**config.mk**
```make
export PLATFORM = sky130hd
export DESIGN_NAME = mfg_selftest
export DESIGN_NICKNAME = d
export VERILOG_FILES = /design/src/mfg_pkg.sv /design/src/mfg_selftest.sv
export SDC_FILE = /design/constraint.sdc
export NUM_CORES = 1
export LEC_CHECK = 0
export BUFFER_PORTS_ARGS = -buffer_cell sky130_fd_sc_hd__buf_2
export CAP_MARGIN = 20
export CORE_MARGIN = 3
export CORE_UTILIZATION = 52
export CTS_CLUSTER_SIZE = 24
export DETAILED_ROUTE_END_ITERATION = 8
export PLACE_DENSITY = 0.8
export RECOVER_POWER = 50
export SYNTH_ARGS = -nofsm -noshare
export SYNTH_HDL_FRONTEND = slang
export SYNTH_SLANG_ARGS = --single-unit
```
**constraint.sdc**
```tcl
create_clock -name sys_clk -period 9.1 [get_ports sys_clk]
set_input_delay 0.455 -clock sys_clk [delete_from_list [all_inputs] [get_ports sys_clk]]
set_output_delay 0.455 -clock sys_clk [all_outputs]
set_load 0.005 [all_outputs]
```
**src/mfg_pkg.sv**
```systemverilog
package mfg_pkg;
  // extended register addresses
  localparam logic [15:0] ADDR_CTRL    = 16'h40a0;
  localparam logic [15:0] ADDR_LEN     = 16'h40a1;
  localparam logic [15:0] ADDR_BURST   = 16'h40a2;
  localparam logic [15:0] ADDR_RXGD_HI = 16'h40a3;
  localparam logic [15:0] ADDR_RXGD_LO = 16'h40a4;
  localparam logic [15:0] ADDR_TXGD_HI = 16'h40ad;
  localparam logic [15:0] ADDR_TXGD_LO = 16'h40ae;
  // control field positions
  localparam int B_CHK_EN  = 15;
  localparam int B_GATE_EN = 14;
  localparam int B_BYPASS  = 13;
  localparam int B_GEN_EN  = 12;
  localparam int B_PRE_HI  = 11;
  localparam int B_PRE_LO  = 8;
  localparam int B_GAP_HI  = 7;
  localparam int B_GAP_LO  = 4;
  localparam int B_NOLINK  = 3;
  localparam int B_BADFCS  = 2;
  localparam int B_PL_HI   = 1;
  localparam int B_PL_LO   = 0;
  // reset values and minimum byte field value
  localparam logic [15:0] CTRL_RST  = 16'h68c0;
  localparam logic [15:0] LEN_RST   = 16'h0040;
  localparam logic [15:0] BURST_RST = 16'h0000;
  localparam logic [3:0]  PRE_RST   = 4'h8;
  localparam logic [3:0]  GAP_RST   = 4'hc;
  localparam logic [3:0]  MIN_BYTES = 4'h2;
  // frame constants
  localparam logic [31:0] CRC_POLY   = 32'hedb88320;
  localparam logic [31:0] CRC_RESID  = 32'hdebb20e3;
  localparam logic [31:0] FIX_WORD   = 32'h5aa55aa5;
  localparam logic [15:0] MIN_NIBS   = 16'h0080;
  localparam logic [15:0] MAX_NIBS   = 16'h0bdc;
  localparam logic [15:0] FCS_BYTES  = 16'h0004;
  localparam logic [15:0] LFSR_SEED  = 16'hace1;
  localparam logic [3:0]  NIB_PRE    = 4'h5;
  localparam logic [3:0]  NIB_SFD    = 4'hd;
  typedef enum logic [2:0] {
    G_IDLE = 3'b000,
    G_PRE  = 3'b001,
    G_DATA = 3'b010,
    G_FCS  = 3'b011,
    G_GAP  = 3'b100
  } mfg_gst_t;
endpackage

```
**src/mfg_selftest.sv**
```systemverilog
`timescale 1ns/1ps
// Behaviour
// checker enable runs rx checker and tx checker; cleared disables both.
// clocks gated when gate enable, checker off, bypass high, generator off.
// bypass bit 1 forwards mac transmit data, 0 sends generator data.
// generator enable starts frames; they reach transmit only with bypass 0.
// burst count zero means continuous frames until software clears enable.
// nonzero burst stops after that many frames and self-clears enable.
// preamble byte field sets preamble length; values below 2 ignored.
// gap byte field sets inter-frame gap; values below 2 ignored.
// send-without-link allows generation with link down; otherwise link required.
// corrupt fcs bit makes wrong crc, else correct crc.
// payload kind 00 increment, 01 random, 10 fixed word, 11 reserved.
// sixteen-bit frame length register, default 64, sets frame length.
// sixteen-bit burst count register, default 0, frames per burst.
// 32-bit clear-on-read count of good-crc frames 64 to 1518 bytes.
// generator finishes the current frame when software clears enable.
module mfg_selftest
  import mfg_pkg::*;
(
  input  wire logic        sys_clk,
  input  wire logic        reset,
  input  wire logic [15:0] ext_addr,
  input  wire logic [15:0] ext_wdata,
  input  wire logic        ext_wr,
  input  wire logic        ext_rd,
  output logic      [15:0] ext_rdata,
  input  wire logic [3:0]  mac_txd,
  input  wire logic        mac_tx_en,
  input  wire logic        link_up,
  input  wire logic [3:0]  rxd,
  input  wire logic        rx_dv,
  output logic      [3:0]  txd_out,
  output logic             tx_en_out,
  output logic             clk_gate_off
);
  // one nibble of reflected crc-32, lsb first
  function automatic logic [31:0] crc_nib(input logic [31:0] c, input logic [3:0] d);
    logic [31:0] r;
    r = c;
    for (int i = 0; i < 4; i++) begin
      r = (r[0] ^ d[i]) ? ((r >> 1) ^ CRC_POLY) : (r >> 1);
    end
    return r;
  endfunction
  logic [15:0] ctl_r, ctl_nxt, len_r, len_nxt, burst_r, burst_nxt;
  logic [15:0] sent_r, sent_nxt, cnt_r, cnt_nxt, lfsr_r, lfsr_nxt;
  logic [15:0] rdata_r, rdata_nxt;
  logic [3:0]  pre_r, pre_nxt, gap_r, gap_nxt, g_d, txd_r, txd_nxt;
  logic [31:0] crc_r, crc_nxt;
  logic        g_en, txen_r, txen_nxt, gated_r, gated_nxt;
  mfg_gst_t    st_r, st_nxt;
  logic [7:0]  pbyte;
  logic [15:0] plen, last_cnt;
  logic [31:0] ck_cnt_r [2];
  logic [3:0]  ck_d [2];
  logic        ck_dv [2];
  logic        rd_hi [2];
  logic        rd_lo [2];
  logic        gate_cond, may_send;
  assign gate_cond = ctl_r[B_GATE_EN] & ~ctl_r[B_CHK_EN] & ctl_r[B_BYPASS]
                   & ~ctl_r[B_GEN_EN];
  assign may_send  = ctl_r[B_GEN_EN] & (link_up | ctl_r[B_NOLINK]) & ~gated_r;
  assign plen      = (len_r > FCS_BYTES) ? (len_r - FCS_BYTES) : 16'h0000;
  // register access, generator sequencing and transmit mux
  always_comb begin
    ctl_nxt   = ctl_r;
    len_nxt   = len_r;
    burst_nxt = burst_r;
    pre_nxt   = pre_r;
    gap_nxt   = gap_r;
    sent_nxt  = sent_r;
    cnt_nxt   = cnt_r + 16'h0001;
    lfsr_nxt  = lfsr_r;
    crc_nxt   = crc_r;
    st_nxt    = st_r;
    g_d       = 4'h0;
    g_en      = 1'b0;
    last_cnt  = 16'h0000;
    // payload byte by kind
    case (ctl_r[B_PL_HI:B_PL_LO])
      2'b01:   pbyte = lfsr_r[7:0];
      2'b10:   pbyte = cnt_r[1] ? FIX_WORD[23:16] : FIX_WORD[31:24];
      default: pbyte = cnt_r[8:1];
    endcase
    case (st_r)
      G_IDLE: begin
        cnt_nxt = 16'h0000;
        if (may_send) begin
          st_nxt   = G_PRE;
          sent_nxt = 16'h0000;
        end
      end
      G_PRE: begin
        last_cnt = {11'h000, pre_r, 1'b0} - 16'h0001;
        g_en     = 1'b1;
        g_d      = (cnt_r == last_cnt) ? NIB_SFD : NIB_PRE;
        crc_nxt  = 32'hffffffff;
        if (cnt_r == last_cnt) begin
          cnt_nxt = 16'h0000;
          st_nxt  = (plen == 16'h0000) ? G_FCS : G_DATA;
        end
      end
      G_DATA: begin
        last_cnt = {plen[14:0], 1'b0} - 16'h0001;
        g_en     = 1'b1;
        g_d      = cnt_r[0] ? pbyte[7:4] : pbyte[3:0];
        crc_nxt  = crc_nib(crc_r, g_d);
        if (cnt_r[0]) lfsr_nxt = {lfsr_r[14:0], lfsr_r[15] ^ lfsr_r[13] ^ lfsr_r[12] ^ lfsr_r[10]};
        if (cnt_r == last_cnt) begin
          cnt_nxt = 16'h0000;
          st_nxt  = G_FCS;
        end
      end
      G_FCS: begin
        g_en    = 1'b1;
        g_d     = ~crc_r[3:0] ^ {3'b000, ctl_r[B_BADFCS] & (cnt_r == 16'h0000)};
        crc_nxt = crc_r >> 4;
        if (cnt_r == 16'h0007) begin
          cnt_nxt  = 16'h0000;
          sent_nxt = sent_r + 16'h0001;
          st_nxt   = G_GAP;
        end
      end
      G_GAP: begin
        last_cnt = {11'h000, gap_r, 1'b0} - 16'h0001;
        if (cnt_r == last_cnt) begin
          cnt_nxt = 16'h0000;
          if (burst_r != 16'h0000 && sent_r >= burst_r) begin
            ctl_nxt[B_GEN_EN] = 1'b0;
            st_nxt            = G_IDLE;
          end else begin
            st_nxt = may_send ? G_PRE : G_IDLE;
          end
        end
      end
      default: st_nxt = G_IDLE;
    endcase
    if (gated_r) cnt_nxt = cnt_r;
    // software write after hardware clear, so a software set wins
    if (ext_wr) begin
      if (ext_addr == ADDR_CTRL) begin
        ctl_nxt = ext_wdata;
        if (ext_wdata[B_PRE_HI:B_PRE_LO] >= MIN_BYTES) begin
          pre_nxt = ext_wdata[B_PRE_HI:B_PRE_LO];
        end
        if (ext_wdata[B_GAP_HI:B_GAP_LO] >= MIN_BYTES) begin
          gap_nxt = ext_wdata[B_GAP_HI:B_GAP_LO];
        end
      end else if (ext_addr == ADDR_LEN) begin
        len_nxt = ext_wdata;
      end else if (ext_addr == ADDR_BURST) begin
        burst_nxt = ext_wdata;
      end
    end
    // read data
    if (ext_addr == ADDR_CTRL) rdata_nxt = ctl_r;
    else if (ext_addr == ADDR_LEN) rdata_nxt = len_r;
    else if (ext_addr == ADDR_BURST) rdata_nxt = burst_r;
    else if (ext_addr == ADDR_RXGD_HI) rdata_nxt = ck_cnt_r[0][31:16];
    else if (ext_addr == ADDR_RXGD_LO) rdata_nxt = ck_cnt_r[0][15:0];
    else if (ext_addr == ADDR_TXGD_HI) rdata_nxt = ck_cnt_r[1][31:16];
    else if (ext_addr == ADDR_TXGD_LO) rdata_nxt = ck_cnt_r[1][15:0];
    else rdata_nxt = 16'h0000;
    if (!ext_rd) rdata_nxt = rdata_r;
    // transmit source select
    txd_nxt   = ctl_r[B_BYPASS] ? mac_txd : g_d;
    txen_nxt  = ctl_r[B_BYPASS] ? mac_tx_en : g_en;
    gated_nxt = gate_cond;
  end
  // generator and register state
  always_ff @(posedge sys_clk or posedge reset) begin
    if (reset) begin
      ctl_r   <= CTRL_RST;
      len_r   <= LEN_RST;
      burst_r <= BURST_RST;
      pre_r   <= PRE_RST;
      gap_r   <= GAP_RST;
      sent_r  <= 16'h0000;
      cnt_r   <= 16'h0000;
      lfsr_r  <= LFSR_SEED;
      crc_r   <= 32'hffffffff;
      st_r    <= G_IDLE;
      rdata_r <= 16'h0000;
      txd_r   <= 4'h0;
      txen_r  <= 1'b0;
      gated_r <= 1'b0;
    end else begin
      ctl_r   <= ctl_nxt;
      len_r   <= len_nxt;
      burst_r <= burst_nxt;
      pre_r   <= pre_nxt;
      gap_r   <= gap_nxt;
      sent_r  <= sent_nxt;
      cnt_r   <= cnt_nxt;
      lfsr_r  <= lfsr_nxt;
      crc_r   <= crc_nxt;
      st_r    <= st_nxt;
      rdata_r <= rdata_nxt;
      txd_r   <= txd_nxt;
      txen_r  <= txen_nxt;
      gated_r <= gated_nxt;
    end
  end
  assign ext_rdata    = rdata_r;
  assign txd_out      = txd_r;
  assign tx_en_out    = txen_r;
  assign clk_gate_off = gated_r;
  // checker inputs: channel 0 receive, channel 1 internal transmit
  assign ck_d[0]  = rxd;
  assign ck_dv[0] = rx_dv;
  assign ck_d[1]  = txd_r;
  assign ck_dv[1] = txen_r;
  assign rd_hi[0] = ext_rd & (ext_addr == ADDR_RXGD_HI);
  assign rd_lo[0] = ext_rd & (ext_addr == ADDR_RXGD_LO);
  assign rd_hi[1] = ext_rd & (ext_addr == ADDR_TXGD_HI);
  assign rd_lo[1] = ext_rd & (ext_addr == ADDR_TXGD_LO);
  // frame checkers
  for (genvar g = 0; g < 2; g++) begin : gen_chk
    logic        in_r, in_nxt, dvd_r, dvd_nxt;
    logic [15:0] n_r, n_nxt;
    logic [31:0] c_r, c_nxt, k_nxt;
    always_comb begin
      in_nxt  = in_r;
      n_nxt   = n_r;
      c_nxt   = c_r;
      k_nxt   = ck_cnt_r[g];
      dvd_nxt = ck_dv[g];
      if (rd_hi[g]) k_nxt[31:16] = 16'h0000;
      if (rd_lo[g]) k_nxt[15:0] = 16'h0000;
      if (!ctl_r[B_CHK_EN] || gated_r) begin
        in_nxt = 1'b0;
      end else if (ck_dv[g]) begin
        if (!in_r && ck_d[g] == NIB_SFD) begin
          in_nxt = 1'b1;
          n_nxt  = 16'h0000;
          c_nxt  = 32'hffffffff;
        end else if (in_r) begin
          n_nxt = n_r + 16'h0001;
          c_nxt = crc_nib(c_r, ck_d[g]);
        end
      end else begin
        in_nxt = 1'b0;
        if (in_r && dvd_r && c_r == CRC_RESID && n_r >= MIN_NIBS && n_r <= MAX_NIBS) begin
          k_nxt = k_nxt + 32'h00000001;
        end
      end
    end
    always_ff @(posedge sys_clk or posedge reset) begin
      if (reset) begin
        in_r        <= 1'b0;
        dvd_r       <= 1'b0;
        n_r         <= 16'h0000;
        c_r         <= 32'hffffffff;
        ck_cnt_r[g] <= 32'h00000000;
      end else begin
        in_r        <= in_nxt;
        dvd_r       <= dvd_nxt;
        n_r         <= n_nxt;
        c_r         <= c_nxt;
        ck_cnt_r[g] <= k_nxt;
      end
    end
  end
  // checks
  a_gate_follow: assert property (@(posedge sys_clk) disable iff (reset)
    gate_cond |=> clk_gate_off) else $error("gate not applied");
  a_bypass_pass: assert property (@(posedge sys_clk) disable iff (reset)
    ctl_r[B_BYPASS] |=> (tx_en_out == $past(mac_tx_en) && txd_out == $past(mac_txd)))
    else $error("bypass data not forwarded");
  a_start_gen: assert property (@(posedge sys_clk) disable iff (reset)
    (st_r == G_IDLE && may_send) |=> st_r == G_PRE) else $error("generator did not start");
  a_cont_keep: assert property (@(posedge sys_clk) disable iff (reset)
    (burst_r == 16'h0000 && ctl_r[B_GEN_EN] && !ext_wr) |=> ctl_r[B_GEN_EN])
    else $error("continuous mode self-cleared");
  a_burst_stop: assert property (@(posedge sys_clk) disable iff (reset)
    (st_r == G_GAP && cnt_r == last_cnt && burst_r != 16'h0000 && sent_r >= burst_r
     && !ext_wr) |=> (!ctl_r[B_GEN_EN] && st_r == G_IDLE)) else $error("burst did not stop");
  a_len_floor: assert property (@(posedge sys_clk) disable iff (reset)
    (pre_r >= MIN_BYTES && gap_r >= MIN_BYTES)) else $error("length below two bytes");
  a_no_link: assert property (@(posedge sys_clk) disable iff (reset)
    (st_r == G_IDLE && !link_up && !ctl_r[B_NOLINK]) |=> st_r == G_IDLE)
    else $error("sent without link");
  a_fcs_span: assert property (@(posedge sys_clk) disable iff (reset)
    $rose(st_r == G_FCS) |-> (st_r == G_FCS)[*8] ##1 st_r == G_GAP)
    else $error("fcs not eight nibbles");
  a_chk_off: assert property (@(posedge sys_clk) disable iff (reset)
    (!ctl_r[B_CHK_EN] && !ext_rd) |=> $stable(ck_cnt_r[0])) else $error("checker counted");
  a_finish_frame: assert property (@(posedge sys_clk) disable iff (reset)
    (st_r == G_DATA && !ctl_r[B_GEN_EN]) |=> (st_r == G_DATA || st_r == G_FCS))
    else $error("frame truncated");
  c_burst_done: cover property (@(posedge sys_clk) $fell(ctl_r[B_GEN_EN]) && !ext_wr);
  c_rx_good: cover property (@(posedge sys_clk) ck_cnt_r[0] != $past(ck_cnt_r[0]) && !ext_rd);
  c_back_to_back: cover property (@(posedge sys_clk) st_r == G_GAP ##1 st_r == G_PRE);
endmodule

```
After elaboration in Yosys (flattened, before gate mapping)

Index checks and enable logic that the tools add are counted.

Add/subtract/negate cells: 10
$mul: 0
Divide/modulo/power cells: 0
$lt $le $gt $ge: 8
Equality and inequality tests: 28
Shift operators: 0
Multiplexer cells: 75
Bitwise operators: 46
Reductions and logical operators: 34

Operator list:

| kind                                                                | count |
|---|---|
| 2-to-1 mux 32 bit                                                   | 22 |
| 2-to-1 mux 16 bit                                                   | 22 |
| inverter 13 -> 14 bit                                               | 12 |
| equality test 16 x 15 -> 1 bit (second input constant)              | 7 |
| case mux 32 bit (3 select lines)                                    | 1 |
| case mux 16 bit (5 select lines)                                    | 1 |
| adder 16 x 1 -> 16 bit (second input constant)                      | 4 |
| adder 32 x 1 -> 32 bit (second input constant)                      | 2 |
| equality test 32 bit (second input constant)                        | 2 |
| equality test 16 bit                                                | 3 |
| greater-or-equal comparator 16 x 8 -> 1 bit (second input constant) | 2 |
| <= comparator 16 x 12 -> 1 bit (second input constant)              | 2 |
| logical NOT 16 bit                                                  | 2 |
| case mux 16 bit (2 select lines)                                    | 1 |
| 2-to-1 mux 13 bit                                                   | 2 |
| AND reduction 3 bit                                                 | 6 |
| equality test 16 x 3 -> 1 bit (second input constant)               | 1 |
| greater-or-equal comparator 16 bit                                  | 1 |
| greater-than comparator 16 x 3 -> 1 bit (second input constant)     | 1 |
| case mux 8 bit (2 select lines)                                     | 1 |
| nonzero test 16 bit                                                 | 1 |
| subtractor 16 x 1 -> 16 bit (second input constant)                 | 1 |
| subtractor 16 x 3 -> 16 bit (second input constant)                 | 1 |
| 2-to-1 mux 3 bit                                                    | 5 |
| 31 further kinds                                                    | 98 |

Register bits: 325
Bits in latches: 0
Bits in writable memories: 0
Bits in read-only memories: 0
Bits of input ports: 47
Output and inout port bits: 22
Memories: 0

Logic depth before layout (Yosys ltp)

Gate-level depths: netlist (run 1).

Word-level depth: 12
Mapped depth: 20

Least setup slack after synthesis (run 1)

Ideal clock, no wire load.

Path type: reg-to-reg
Start point: register len_r[2]
End point: register cnt_r[6]
Setup time: 119 ps
Arrival time: 3782 ps
Required time: 8981 ps
Path slack: 5199 ps
Cell stages (with the launch flop): 21
Buffers on the path: 4
Clock period less this slack: 3901 ps
Path through: dfrtp_1 buf_1 inv_1 ha_1 buf_2 o211a_1 nand2_1 clkbuf_1 nand2_1 ha_1 xor2_1 o2111ai_1 a21oi_1 o2111ai_1 nor4bb_1 o2111ai_1 nor4_4 a31oi_4 nor2_4 buf_6 nor2_2

Longest elaborated chain between the ends: 6
Elaborated cells between the ends (all ways): 7
Classes of those cells: 2 x add/sub; 1 x order compare; 1 x eq/ne; 3 x mux

Ends and longest elaborated chain:

| what                                                                                          | RTL line            | source |
|---|---|---|
| from (decl)                                                                                   | mfg_selftest.sv:46  | `logic [15:0] ctl_r, ctl_nxt, len_r, len_nxt, burst_r, burst_nxt;` |
| from (signal assigned)                                                                        | mfg_selftest.sv:190 | `len_r <= len_nxt;` |
| subtractor 16 x 3 -> 16 bit / greater-than comparator 16 x 3 -> 1 bit (equally long branches) | mfg_selftest.sv:64  | `assign plen = (len_r > FCS_BYTES) ? (len_r - FCS_BYTES) : 16'h0000;` |
| 2-to-1 mux 16 bit *                                                                           | mfg_selftest.sv:64  |  |
| subtractor 16 x 1 -> 16 bit *                                                                 | mfg_selftest.sv:105 | `last_cnt = {plen[14:0], 1'b0} - 16'h0001;` |
| equality test 16 bit *                                                                        | mfg_selftest.sv:110 | `if (cnt_r == last_cnt) begin` |
| 2-to-1 mux 16 bit *                                                                           | mfg_selftest.sv:110 |  |
| case mux 16 bit (5 select lines) *                                                            | mfg_selftest.sv:86  | `case (st_r)` |
| to (signal assigned)                                                                          | mfg_selftest.sv:195 | `cnt_r <= cnt_nxt;` |
| to (decl)                                                                                     | mfg_selftest.sv:47  | `logic [15:0] sent_r, sent_nxt, cnt_r, cnt_nxt, lfsr_r, lfsr_nxt;` |

Every way passes the cells marked *; elsewhere a longest branch is shown, timed or not.
A chain may end at the register's enable or synchronous reset.

==> impl_results.md, run 1 <==
* Outcome: complete, but fails checks
* Violated checks: max-capacitance violations, max-slew violations
* FFs w/ async S/R, synth at 100%
* Hold Crit Class: primary input to async pin
* Post-route ant nets at 0
* Num CTS Buffers at 37
* Slew margin rel. at -161%
* Sequential Power Share at 41.5%
* Cell taking the most area after synthesis: dfrtp_1
* Post-DR wirelength/cell at 19.6 microns
* Die width at 192 microns
* Slowest stage delay, CP at 2.86 ns
* Critical path startpoint category: primary input
* CP Launch Point: reset
* Crit path kind: primary input to async pin
* Cell variety after synth at 80
* Via count at 14.4k
* Final setup fails at 0
* Post-synth top area share at 29.4%
* Final #Nets at 1,946
* Initial antenna violation count at 0
* Top FF cell, synth: dfrtp_1
* Seq/Total Area, Yosys at 45.8%
* Synth warn at 0
* Power Total at 4.32 mW
* Post-route cell area at 20,000 sq um
* Worst-Skew Late Latency at 0.52 ns
* Crit-path slowest cell: clkbuf_2
* HPWL Detailed at 32.1 mm
* Worst setup EP type: async pin
* Peak VDD IR at 0.141 mV
* Inst Count DP at 2,274
* Core Area at 33,900 sq um
* Vias in the first global route at 13.9k
* First DRT Iteration DRCs at 1,473
* Placement Cell Area at 18,800 sq um
* Postcts setup bufs at 0
* # DRC at 0
* Pleak at 8.48 nW
* Setup WS pre-CTS at 4.72 ns
* Logic pwr share at 23.9%
* I/O Buffers at 68
* GRT overflow at 0
* Reg2reg start: len_r[2]
* Rows at 67
* Clock skew at 0.0218 ns
* Most common cell after layout, fill and taps aside: dfrtp_1
* Worst EP required at 8.81 ns
* Fillers at 2,873
* Layout cell share with drive strength beyond 1 at 17.9%
* Drt total wl at 46.0 mm
* PD cells at 215 nW/um^2
* CP Max Fanout at 163
* Layout area overhead at 10.9%
* Synth Register Bits at 325
* Number of enable flip-flop cells after synthesis at 0
* Via density per instance at 6.15
* Final Hold Viols at 0
* Largest net degree at the start of global routing at 164
* Global-route wire length before repair at 74.1 mm
* Count of pins over their slew limit at 164
* Period utilisation layout at 49.1%
* Clock slew at reported path FFs at 0.06 ns
* Syn_area_per_cell at 9.85 sq um
* Post-layout util at 59.2%
* I/O Pins at 69
* Setup_tns at 0 ns
* Die area at 37,000 sq um
* Max frequency at 224 MHz
* GP Congestion at 0.956
* CTS tree: built
* Total global-route track usage at 24.7%
* Sw Ratio at 31.1%
* Synthesized area at 18,100 sq um
* Starting Density at 53.3%
* Maxcap violations at 1
* Syn Nets at 1,912
* Fin Hold WS at 0.158 ns
* Unrepaired setup endpoints after global routing: false
* Clk sink count at 325
* Leading post-synthesis cells by cell area: dfrtp_1 (29%), dfstp_2 (16%), xor2_1 (5.9%), xnor2_1 (4.8%), mux2_2 (3.7%)
* Worst Tran Pin Value at 3.92 ns
* CP Data Arrival Time at 4.17 ns
* CP Cell Sequence: buf_2 > clkinvlp_2 > buf_12 > clkbuf_2
* Post-CTS resize count at 0
* Smallest setup slack after layout at 4.64 ns
* Clock power share at 34.7%
* CTS max path bufs at 3
* Non-Filler Instances at 2,345
* DIE HEIGHT at 192 microns
* H-tree levels at 2
* Final min period at 4.46 ns
* Pre-Repair DR Iteration Count at 6
* Cells after synthesis at 1,833
* Pint at 2.98 mW
* Hold buffer count at cts at 0
* P_sw at 1.34 mW
* Root Buffer: clkbuf_16
* Most frequent cells in the layout: dfrtp_1 (212), nor2_1 (158), nand2_1 (148)
## logic make-up after synthesis
kind of cell             count (synthesis)  synth area share (%)
AO/OA/AOI/OAI                          392                  15.0
XOR/XNOR                               222                  10.8
adder cells (fa/ha/maj)                 32                  2.22
buffers and inverters                  152                  3.27
flip-flops                             325                  45.8
multiplexers                            87                  5.24
AND/OR/NAND/NOR                        623                  17.7
## area by class of cell
| type | count | area [sq um] | share of cell area (%) |
|---|---|---|---|
| timing repair buffer | 89 | 527 | 2.63 |
| inverter | 58 | 219 | 1.09 |
| multi-input combinational | 1356 | 9220 | 46.0 |
| antenna | 1 | 2.50 | 0.0125 |
| tap | 448 | 561 | 2.80 |
| clock inverter | 10 | 111 | 0.556 |
| clock buffer | 58 | 1120 | 5.58 |
| sequential | 325 | 8270 | 41.3 |
## worst max-delay path: cells and delay by family
| kind | cells | cell delay [ns] |
|---|---|---|
| buffers and inverters | 4 | 3.57 |
## synthesized netlist by cell type, types with 6 or more instances
cell and n:
a21o_1 10, a21oi_1 70, a221oi_1 20, a22o_1 10, a22oi_1 16, a31oi_1 18, and2_1 18, and3_1 29
and4_1 7, clkbuf_1 83, dfrtp_1 212, dfstp_2 113, ha_1 32, inv_1 55, mux2_2 60, mux2i_1 27
nand2_1 148, nand2b_1 13, nand3_1 58, nand3b_1 6, nand4_1 39, nor2_1 159, nor2_2 11, nor2b_1 15
nor3_1 32, nor4_1 20, o211ai_1 6, o21a_1 8, o21ai_0 81, o22a_1 64, o22ai_1 29, o2bb2ai_1 7
o31ai_1 7, or3_1 20, or4_1 7, xnor2_1 100, xor2_1 121
## power by group through the flow
stage	Combinational (mW)	Clock, mW	Sequential (mW)
final	1.03	1.50	1.79
after global routing	1.15	1.58	1.81
after CTS	1.03	1.52	1.78
after detailed placement	1.02	0	1.81
after global placement	0.980	0	1.80
after floorplan	0.830	0	1.74
## state kept, by name, indices dropped and copies added (netlist names), 3 cells and up
| signal | flops |
|---|---|
| gen_chk.n_r | 32 |
| st_r | 3 |
| cnt_r | 16 |
| lfsr_r | 16 |
| ck_cnt_r | 64 |
| ext_rdata | 16 |
| gen_chk.c_r | 64 |
| txd_out | 4 |
| sent_r | 16 |
| len_r | 16 |
| burst_r | 16 |
| ctl_r | 16 |
| crc_r | 32 |
| gap_r | 4 |
| pre_r | 4 |
## metal layers
metal,vias to the layer above,wire length [microns],track usage (%),part of all wire [%]
met5,-,0,0,0
met4,0,985,6.11,2.1
met3,80,3470,5.25,7.6
met2,490,21800,40.1,47
met1,7196,19700,34.1,43
li1,6647,-,-,-
## final timing paths
kind,end,slack (ns),cells after the start
worst min-delay path,gen_chk[0].dvd_r,0.16,3
min in group sys_clk,txd_out[0],0.16,3
worst max register to register,cnt_r[15],4.65,16
worst max-delay path,sent_r[12],4.64,4
worst min register to register,ctl_r[9],0.51,1
max in group sys_clk,cnt_r[15],4.65,16
Power figures use the tool's default switching activity.
==> inputs of run 2 (changes only) <==
--- a/config.mk
+++ b/config.mk
@@ -5,13 +5,14 @@
 export SDC_FILE = /design/constraint.sdc
 export NUM_CORES = 1
 export LEC_CHECK = 0
+export ABC_AREA = 1
 export BUFFER_PORTS_ARGS = -buffer_cell sky130_fd_sc_hd__buf_2
 export CAP_MARGIN = 20
 export CORE_MARGIN = 3
 export CORE_UTILIZATION = 52
 export CTS_CLUSTER_SIZE = 24
 export DETAILED_ROUTE_END_ITERATION = 8
-export PLACE_DENSITY = 0.8
+export PLACE_DENSITY = 0.77
 export RECOVER_POWER = 50
 export SYNTH_ARGS = -nofsm -noshare
 export SYNTH_HDL_FRONTEND = slang
==> constraint.sdc (replaced) <==
create_clock -name sys_clk -period 4.6 [get_ports sys_clk]
set_input_delay 0.23 -clock sys_clk [delete_from_list [all_inputs] [get_ports sys_clk]]
set_output_delay 0.23 -clock sys_clk [all_outputs]
set_load 0.005 [all_outputs]
==> run 2 against run 1 <==
  * The run still ends with max-capacitance violations, max-slew violations left
  * Cell area rose by 9.5%
  * Worst hold slack got worse by 0.14 ns
  * Sequential share of layout area fell by 3.6 points
  * Highest routed layer is now met5
  * Critical endpoint is now cnt_r[2]
  * Via count rose by 27%
==> impl_results.md, run 2 <==
* Synthesized area at 19,700 sq um (+9.2%)
* Pint at 5.71 mW (+92%)
* H-tree levels at 2 (unchanged)
* Layout cell share with drive strength beyond 1 at 11.3% (-6.6 points)
* Setup_tns at 0 ns (unchanged)
* Critical path startpoint category: register
* Multi-input logic area at 9480 sq um (+2.8%)
* Sequential Power Share at 40.4% (-1.1 points)
* Final setup fails at 0 (unchanged)
* Count of pins over their slew limit at 110 (-33%)
* Drt total wl at 53.3 mm (+16%)
* Antenna diode count at 0 (-1)
* Fillers at 3,312 (+15%)
* Post-synth top cells: nand2_1 (640), inv_1 (447), nor2_1 (223), dfrtp_1 (212), o21ai_0 (180)
* First DRT Iteration DRCs at 1,672 (+14%)
* Synth Register Bits at 325 (unchanged)
* Hold Crit Class: primary input to register
* Starting Density at 53.4% (about the same)
* Top FF cell, synth: dfrtp_1
* Storage cell area at 8270 sq um (unchanged)
* Violated checks: max-capacitance violations, max-slew violations
* Most common cell after layout, fill and taps aside: nand2_1
* Syn_area_per_cell at 7.43 sq um (-25%)
* Pleak at 10.6 nW (+25%)
* FFs w/ async S/R, synth at 100% (unchanged)
* Num CTS Buffers at 37 (unchanged)
* I/O Pins at 69 (unchanged)
* Period utilisation layout at 75.3%
* Clock power share at 37.8% (+3.1 points)
* Cell variety after synth at 59 (-26%)
* CP Launch Point: len_r[2]
* GRT overflow at 0 (unchanged)
* Rows at 70 (+4.5%)
* Largest net degree at the start of global routing at 159 (-3.0%)
* Power Total at 8.33 mW (+93%)
* Crit path kind: register to register
* Via count at 18.3k (+27%)
* # DRC at 0 (unchanged)
* P_sw at 2.62 mW (+95%)
* CP Data Arrival Time at 3.88 ns (-0.29 ns)
* Top flop regs: ck_cnt_r x64, gen_chk.c_r x64
* Vias in the first global route at 17.6k (+26%)
* Sw Ratio at 31.4% (+0.38 points)
* Total global-route track usage at 26.1% (+1.3 points)
* Hold Path Origin: mac_txd[2]
* Root Buffer: clkbuf_16
* Peak VDD IR at 0.273 mV (+94%)
* CTS tree: built
* Count leader, synth: nand2_1
* Most frequent cells in the layout: nand2_1 (640), inv_1 (446), nor2_1 (223)
* Via density per instance at 5.61 (-8.7%)
* DIE HEIGHT at 201 microns (+4.4%)
* Core Area at 37,000 sq um (+9.1%)
* Worst Tran Pin Value at 1.98 ns (-1.94 ns)
* Cells after synthesis at 2,657 (+45%)
* Post-synth top area share at 26.9% (-2.5 points)
* Post-route ant nets at 0 (unchanged)
* Final min period at 3.46 ns
* M1 WL at 23.0 mm (+17%)
* Seq/Total Area, Yosys at 41.9% (-3.9 points)
* Clock skew at 0.0158 ns (-0.00594 ns)
* Number of enable flip-flop cells after synthesis at 0 (unchanged)
* Worst EP required at 5.02 ns (-3.79 ns)
* Cell taking the most area after synthesis: dfrtp_1
* HPWL Detailed at 39.6 mm (+23%)
* CTS max path bufs at 3 (unchanged)
* Synth warn at 0 (unchanged)
* Die area at 40,300 sq um (+9.0%)
* Clock slew at reported path FFs at 0.06 ns (about the same)
* CP Max Fanout at 28 (-83%)
* Global-route wire length before repair at 88.0 mm (+19%)
* Final #Nets at 2,806 (+44%)
* Final Hold Viols at 0 (unchanged)
* Maxcap violations at 2 (+1)
* GP Congestion at 0.981 (+2.6%)
* Layout area overhead at 11.2%
* Worst-Skew Late Latency at 0.53 ns (about the same)
* Max Used Layer: met5
* Logic pwr share at 21.8% (-2.1 points)
* Leading post-synthesis cells by cell area: dfrtp_1 (27%), dfstp_2 (15%), nand2_1 (12%), inv_1 (8.5%), o21ai_0 (4.6%)
* Unrepaired setup endpoints after global routing: false
* PD cells at 380 nW/um^2 (+76%)
* I/O Buffers at 68 (unchanged)
* Outcome: complete, but fails checks
* Post-DR wirelength/cell at 16.4 microns (-17%)
* Max frequency at 289 MHz
* WL met2 at 24.8 mm (+14%)
* Worst setup EP type: register
* Clk sink count at 325 (unchanged)
* Pre-Repair DR Iteration Count at 8 (+2)
* Syn Nets at 2,736 (+43%)
* Die width at 201 microns (+4.4%)
* Slew margin rel. at -32.1% (+130 points)
* Initial antenna violation count at 2 (+2)
* Reg2reg start: len_r[2]
* Postcts setup bufs at 0 (unchanged)
* Met3 wire length at 3.62 mm (+4.1%)
-- run 2: what timing repair did --
| item | CTS | global route |
|---|---|---|
| setup endpoints to repair | 0 | 0 |
| gates resized for setup | 0 | 0 |
| hold buffers | 4 | 0 |
| endpoints found under the hold margin | 21 | 0 |
-- run 2: per-stage QoR --
step	hold slack, ns	utilization [%]	cell area (sq um)	setup WS (ns)	std cells
2_1_floorplan	0.261	-	19700	0.126	2657
3_3_place_gp	0.421	55.7	20600	1.35	3186
3_5_place_dp	0.421	55.7	20600	1.21	3186
4_1_cts	0.00695	59.4	21900	1.18	3258
5_1_grt	0.0391	59.4	21900	0.590	3260
6_report	0.0154	59.4	21900	1.14	3260
-- run 2: kinds of logic (layout without fill, tap and decap cells) --
logic type / count (synthesis) / after routing / synth area share [%]
and+or+nand+nor: 1243 / 1243 / 27.7
buffers and inverters: 518 / 617 / 10.0
AOI/OAI and AO/OA: 397 / 397 / 11.7
DFF: 325 / 325 / 41.9
xor gates and xnor gates: 125 / 125 / 5.59
adders and majority gates: 32 / 32 / 2.03
muxes: 17 / 17 / 0.970
-- run 2: layer usage --
| metal | vias up | GRT usage, % |
|---|---|---|
| met5 | - | 0 |
| met4 | 2 | 9.74 |
| met3 | 115 | 4.10 |
| met2 | 698 | 42.4 |
| met1 | 8705 | 35.5 |
| li1 | 8767 | - |
-- run 2: cell type report --
type / instances / share of cell area, %
Inverter: 456 / 7.82
Sequential cell: 325 / 37.7
Tap cell: 504 / 2.87
Timing Repair Buffer: 93 / 2.42
Clock inverter: 14 / 0.918
Clock buffer: 54 / 5.02
Multi-Input combinational cell: 1814 / 43.2
-- run 2: worst paths after layout --
check	endpoint	slack (ns)	cells past startpoint
worst min-delay path	txd_out[2]	0.02	3
worst max-delay path	cnt_r[2]	1.14	18
min in group asynchronous	ck_cnt_r[30]	0.48	4
worst max register to register	cnt_r[2]	1.14	18
worst min register to register	crc_r[14]	0.47	2
max in group asynchronous	lfsr_r[3]	1.19	5
-- run 2: power groups by stage --
stage | registers, mW | clock network [mW] | logic (mW)
finish | 3.37 | 3.15 | 1.82
global placement | 3.40 | 0 | 1.71
detailed placement | 3.40 | 0 | 1.79
global route | 3.39 | 3.31 | 2.05
floorplan | 3.33 | 0 | 1.38
CTS | 3.36 | 3.20 | 1.81
-- run 2: critical path, stage by stage (launching register included) --
cell      delay, ns
dfrtp_1        0.42
inv_2          0.15
ha_1           0.23
inv_1          0.08
a21oi_2        0.15
nand2_2        0.28
nand2_1        0.20
ha_1           0.22
inv_1          0.09
o311ai_0       0.43
nand2_1        0.11
nand2_1        0.08
nand3_1        0.06
nor3_1         0.19
nand3_1        0.12
nand2_2        0.13
nand4_4        0.21
nand2_1        0.17
inv_2          0.04
==> inputs of run 3 (changes only) <==
--- a/config.mk
+++ b/config.mk
@@ -5,14 +5,14 @@
 export SDC_FILE = /design/constraint.sdc
 export NUM_CORES = 1
 export LEC_CHECK = 0
-export ABC_AREA = 1
+export ABC_AREA = 0
 export BUFFER_PORTS_ARGS = -buffer_cell sky130_fd_sc_hd__buf_2
 export CAP_MARGIN = 20
 export CORE_MARGIN = 3
 export CORE_UTILIZATION = 52
 export CTS_CLUSTER_SIZE = 24
 export DETAILED_ROUTE_END_ITERATION = 8
-export PLACE_DENSITY = 0.77
+export PLACE_DENSITY = 0.8
 export RECOVER_POWER = 50
 export SYNTH_ARGS = -nofsm -noshare
 export SYNTH_HDL_FRONTEND = slang
==> constraint.sdc (replaced) <==
create_clock -name sys_clk -period 2.9 [get_ports sys_clk]
set_input_delay 0.145 -clock sys_clk [delete_from_list [all_inputs] [get_ports sys_clk]]
set_output_delay 0.145 -clock sys_clk [all_outputs]
set_load 0.005 [all_outputs]
==> run 3 against run 2 <==
  * The run ends with max-capacitance violations, max-slew violations, negative setup slack left
  * Clock power rose by 47%
  * Flip-flop and latch count is the same
  * Critical path depth unchanged
  * Die area is 8.2% lower
  * Cell area is 0.78% lower
  * Clock skew up 0.0037 ns
  * Routed wire length fell by 8.5%
  * Critical endpoint unchanged
==> impl_results.md, run 3 (same netlist as run 1, synthesis figures left out) <==
* Max Used Layer: met4
* Smallest setup slack after layout at -0.594 ns (-1.73 ns)
* Most common cell after layout, fill and taps aside: dfrtp_1
* Largest net degree at the start of global routing at 64 (-60%)
* Layout cell share with drive strength beyond 1 at 26.2% (+15 points)
* Crit path kind: register to register
* Initial antenna violation count at 0 (-2)
* I/O Pins at 69 (unchanged)
* Period utilisation layout at 120% (+45 points)
* Clock skew at 0.0195 ns (+0.00366 ns)
* Pre-Repair DR Iteration Count at 6 (-2)
* Rows at 67 (-4.3%)
* PD cells at 644 nW/um^2 (+70%)
* Num CTS Buffers at 37 (unchanged)
* H-tree levels at 2 (unchanged)
* CP Data Arrival Time at 3.89 ns (about the same)
* CTS max path bufs at 3 (unchanged)
* HPWL Detailed at 34.0 mm (-14%)
* Outcome: complete, but fails checks
* Core Area at 33,900 sq um (-8.4%)
* Clock slew at reported path FFs at 0.06 ns (about the same)
* Peak VDD IR at 0.493 mV (+80%)
* Via density per instance at 6.12 (+9.0%)
* Final setup fails at 17 (+17)
* M1 WL at 20.1 mm (-13%)
* GP Congestion at 0.946 (-3.6%)
* Clk sink count at 325 (unchanged)
* Final min period at 3.49 ns (+0.0314 ns)
* Maxcap violations at 1 (-1)
* GRT overflow at 0 (unchanged)
* Power Total at 14.0 mW (+68%)
* I/O Buffers at 68 (unchanged)
* Vias in the first global route at 15.2k (-13%)
* DIE HEIGHT at 192 microns (-4.2%)
* Hold Crit Class: primary input to register
* Via count at 15.4k (-16%)
* CTS tree: built
* Global-route wire length before repair at 78.7 mm (-11%)
* Post-layout util at 64.3% (+4.9 points)
* CP Max Fanout at 4 (-86%)
* Violated checks: max-capacitance violations, max-slew violations, negative setup slack
* Worst Tran Pin Value at 1.54 ns (-0.438 ns)
* Fin Hold WS at 0.0162 ns (+0.000763 ns)
* Die area at 37,000 sq um (-8.2%)
* Drt total wl at 48.8 mm (-8.5%)
* Most frequent cells in the layout: dfrtp_1 (212), nor2_1 (153), buf_4 (152)
* Starting Density at 53.3% (about the same)
* Final #Nets at 2,123 (-24%)
* Die width at 192 microns (-4.2%)
* Slew margin rel. at -3.45% (+29 points)
* Worst EP required at 3.29 ns (-1.73 ns)
* Total global-route track usage at 26.1% (+0.064 points)
* Fillers at 2,643 (-20%)
* Post-DR wirelength/cell at 19.4 microns (+18%)
* Unrepaired setup endpoints after global routing: true
* Root Buffer: clkbuf_16
* Final Hold Viols at 0 (unchanged)
* Critical path startpoint category: register
* Count of pins over their slew limit at 33 (-70%)
* Post-route ant nets at 0 (unchanged)
* Antenna diode count at 0 (unchanged)
* Max frequency at 286 MHz (-0.90%)
* First DRT Iteration DRCs at 1,476 (-12%)
* WL met2 at 23.8 mm (-4.1%)
* Top flop regs: ck_cnt_r x64, gen_chk.c_r x64
* Layout area overhead at 20.5%
* # DRC at 0 (unchanged)
* Pleak at 9.36 nW (-12%)
* Met3 wire length at 3.29 mm (-9.0%)
* Worst-Skew Late Latency at 0.52 ns (about the same)
* Setup_tns at -8.55 ns (-8.55 ns)
* Worst setup EP type: register
-- run 3: changes by cell type in the layout (fill, tap and decap cells not counted), moves of 27 or more --
cell / previous run / this run
nand4_1: 75 / 39
xnor2_1: 25 / 98
o22a_1: 1 / 64
a21oi_1: 91 / 63
mux2_2: 17 / 60
o21ai_0: 180 / 77
inv_1: 446 / 52
nor3_1: 72 / 27
mux2i_1: 0 / 27
and3_1: 1 / 28
nand3_1: 138 / 55
buf_4: 14 / 152
nor2_1: 223 / 153
nand2_1: 640 / 142
-- run 3: final timing paths --
check	start	to	slack [ns]	depth (start not counted)
worst max-delay path	len_r[2]	cnt_r[2]	-0.59	18
worst min-delay path	ext_wdata[11]	burst_r[11]	0.02	2
worst max register to register	len_r[2]	cnt_r[2]	-0.59	18
worst min register to register	ctl_r[15]	clk_gate_off	0.49	1
max in group asynchronous	reset	sent_r[7]	0.37	4
min in group asynchronous	reset	ck_cnt_r[2]	0.53	3
-- run 3: critical path, stage by stage (launching register included) --
cell and delay [ns]:
dfrtp_1 0.41, ha_4 0.17, nor3b_4 0.15, o211a_4 0.24, nand2_4 0.10, nand2_4 0.06
ha_4 0.26, xor2_1 0.14, o2111ai_1 0.11, a21oi_1 0.14, o2111ai_1 0.12, nor4bb_1 0.38
o2111ai_1 0.22, nor4_4 0.25, a31oi_4 0.17, buf_12 0.16, buf_8 0.12, nand2_8 0.06
o22ai_2 0.08
-- run 3: per-stage QoR --
step / worst slack (ns) / area [sq um] / std cells
after floorplan: -1.49 / 18200 / 1833
final: -0.594 / 21800 / 2521
after CTS: -0.580 / 21700 / 2516
after global placement: -0.580 / 20000 / 2418
after global routing: -0.761 / 21800 / 2521
after detailed placement: -0.646 / 20000 / 2418
-- run 3: cell type report --
| type | count | area [sq um] | share of cell area (%) |
|---|---|---|---|
| well taps | 448 | 561 | 2.57 |
| inverters | 58 | 221 | 1.02 |
| clock inverters | 19 | 156 | 0.718 |
| repair buffers | 266 | 1900 | 8.74 |
| multi-input cells | 1356 | 9600 | 44.1 |
| flip-flops and latches | 325 | 8270 | 38.0 |
| clock buffers | 49 | 1050 | 4.84 |
-- run 3: metal layers --
| layer | track usage, % | up-vias |
|---|---|---|
| li1 | - | 7013 |
| met1 | 35.0 | 7667 |
| met2 | 43.9 | 627 |
| met3 | 3.69 | 112 |
| met4 | 8.71 | 0 |
| met5 | 0 | - |
-- run 3: timing repair --
item,CTS,global route
hold buffers,22,0
endpoints found under the hold margin,59,0
endpoints found under the setup margin,44,68
cloned,1,0
setup buffers,8,7
gates resized for setup,29,47
pin swaps,22,24
-- run 3: where the power goes --
group	internal [mW]	switching [mW]	total, mW
Clock	2.75	1.89	4.64
Combinational	1.75	2.12	3.87
Sequential	5.14	0.378	5.52
Total	9.64	4.39	14.0
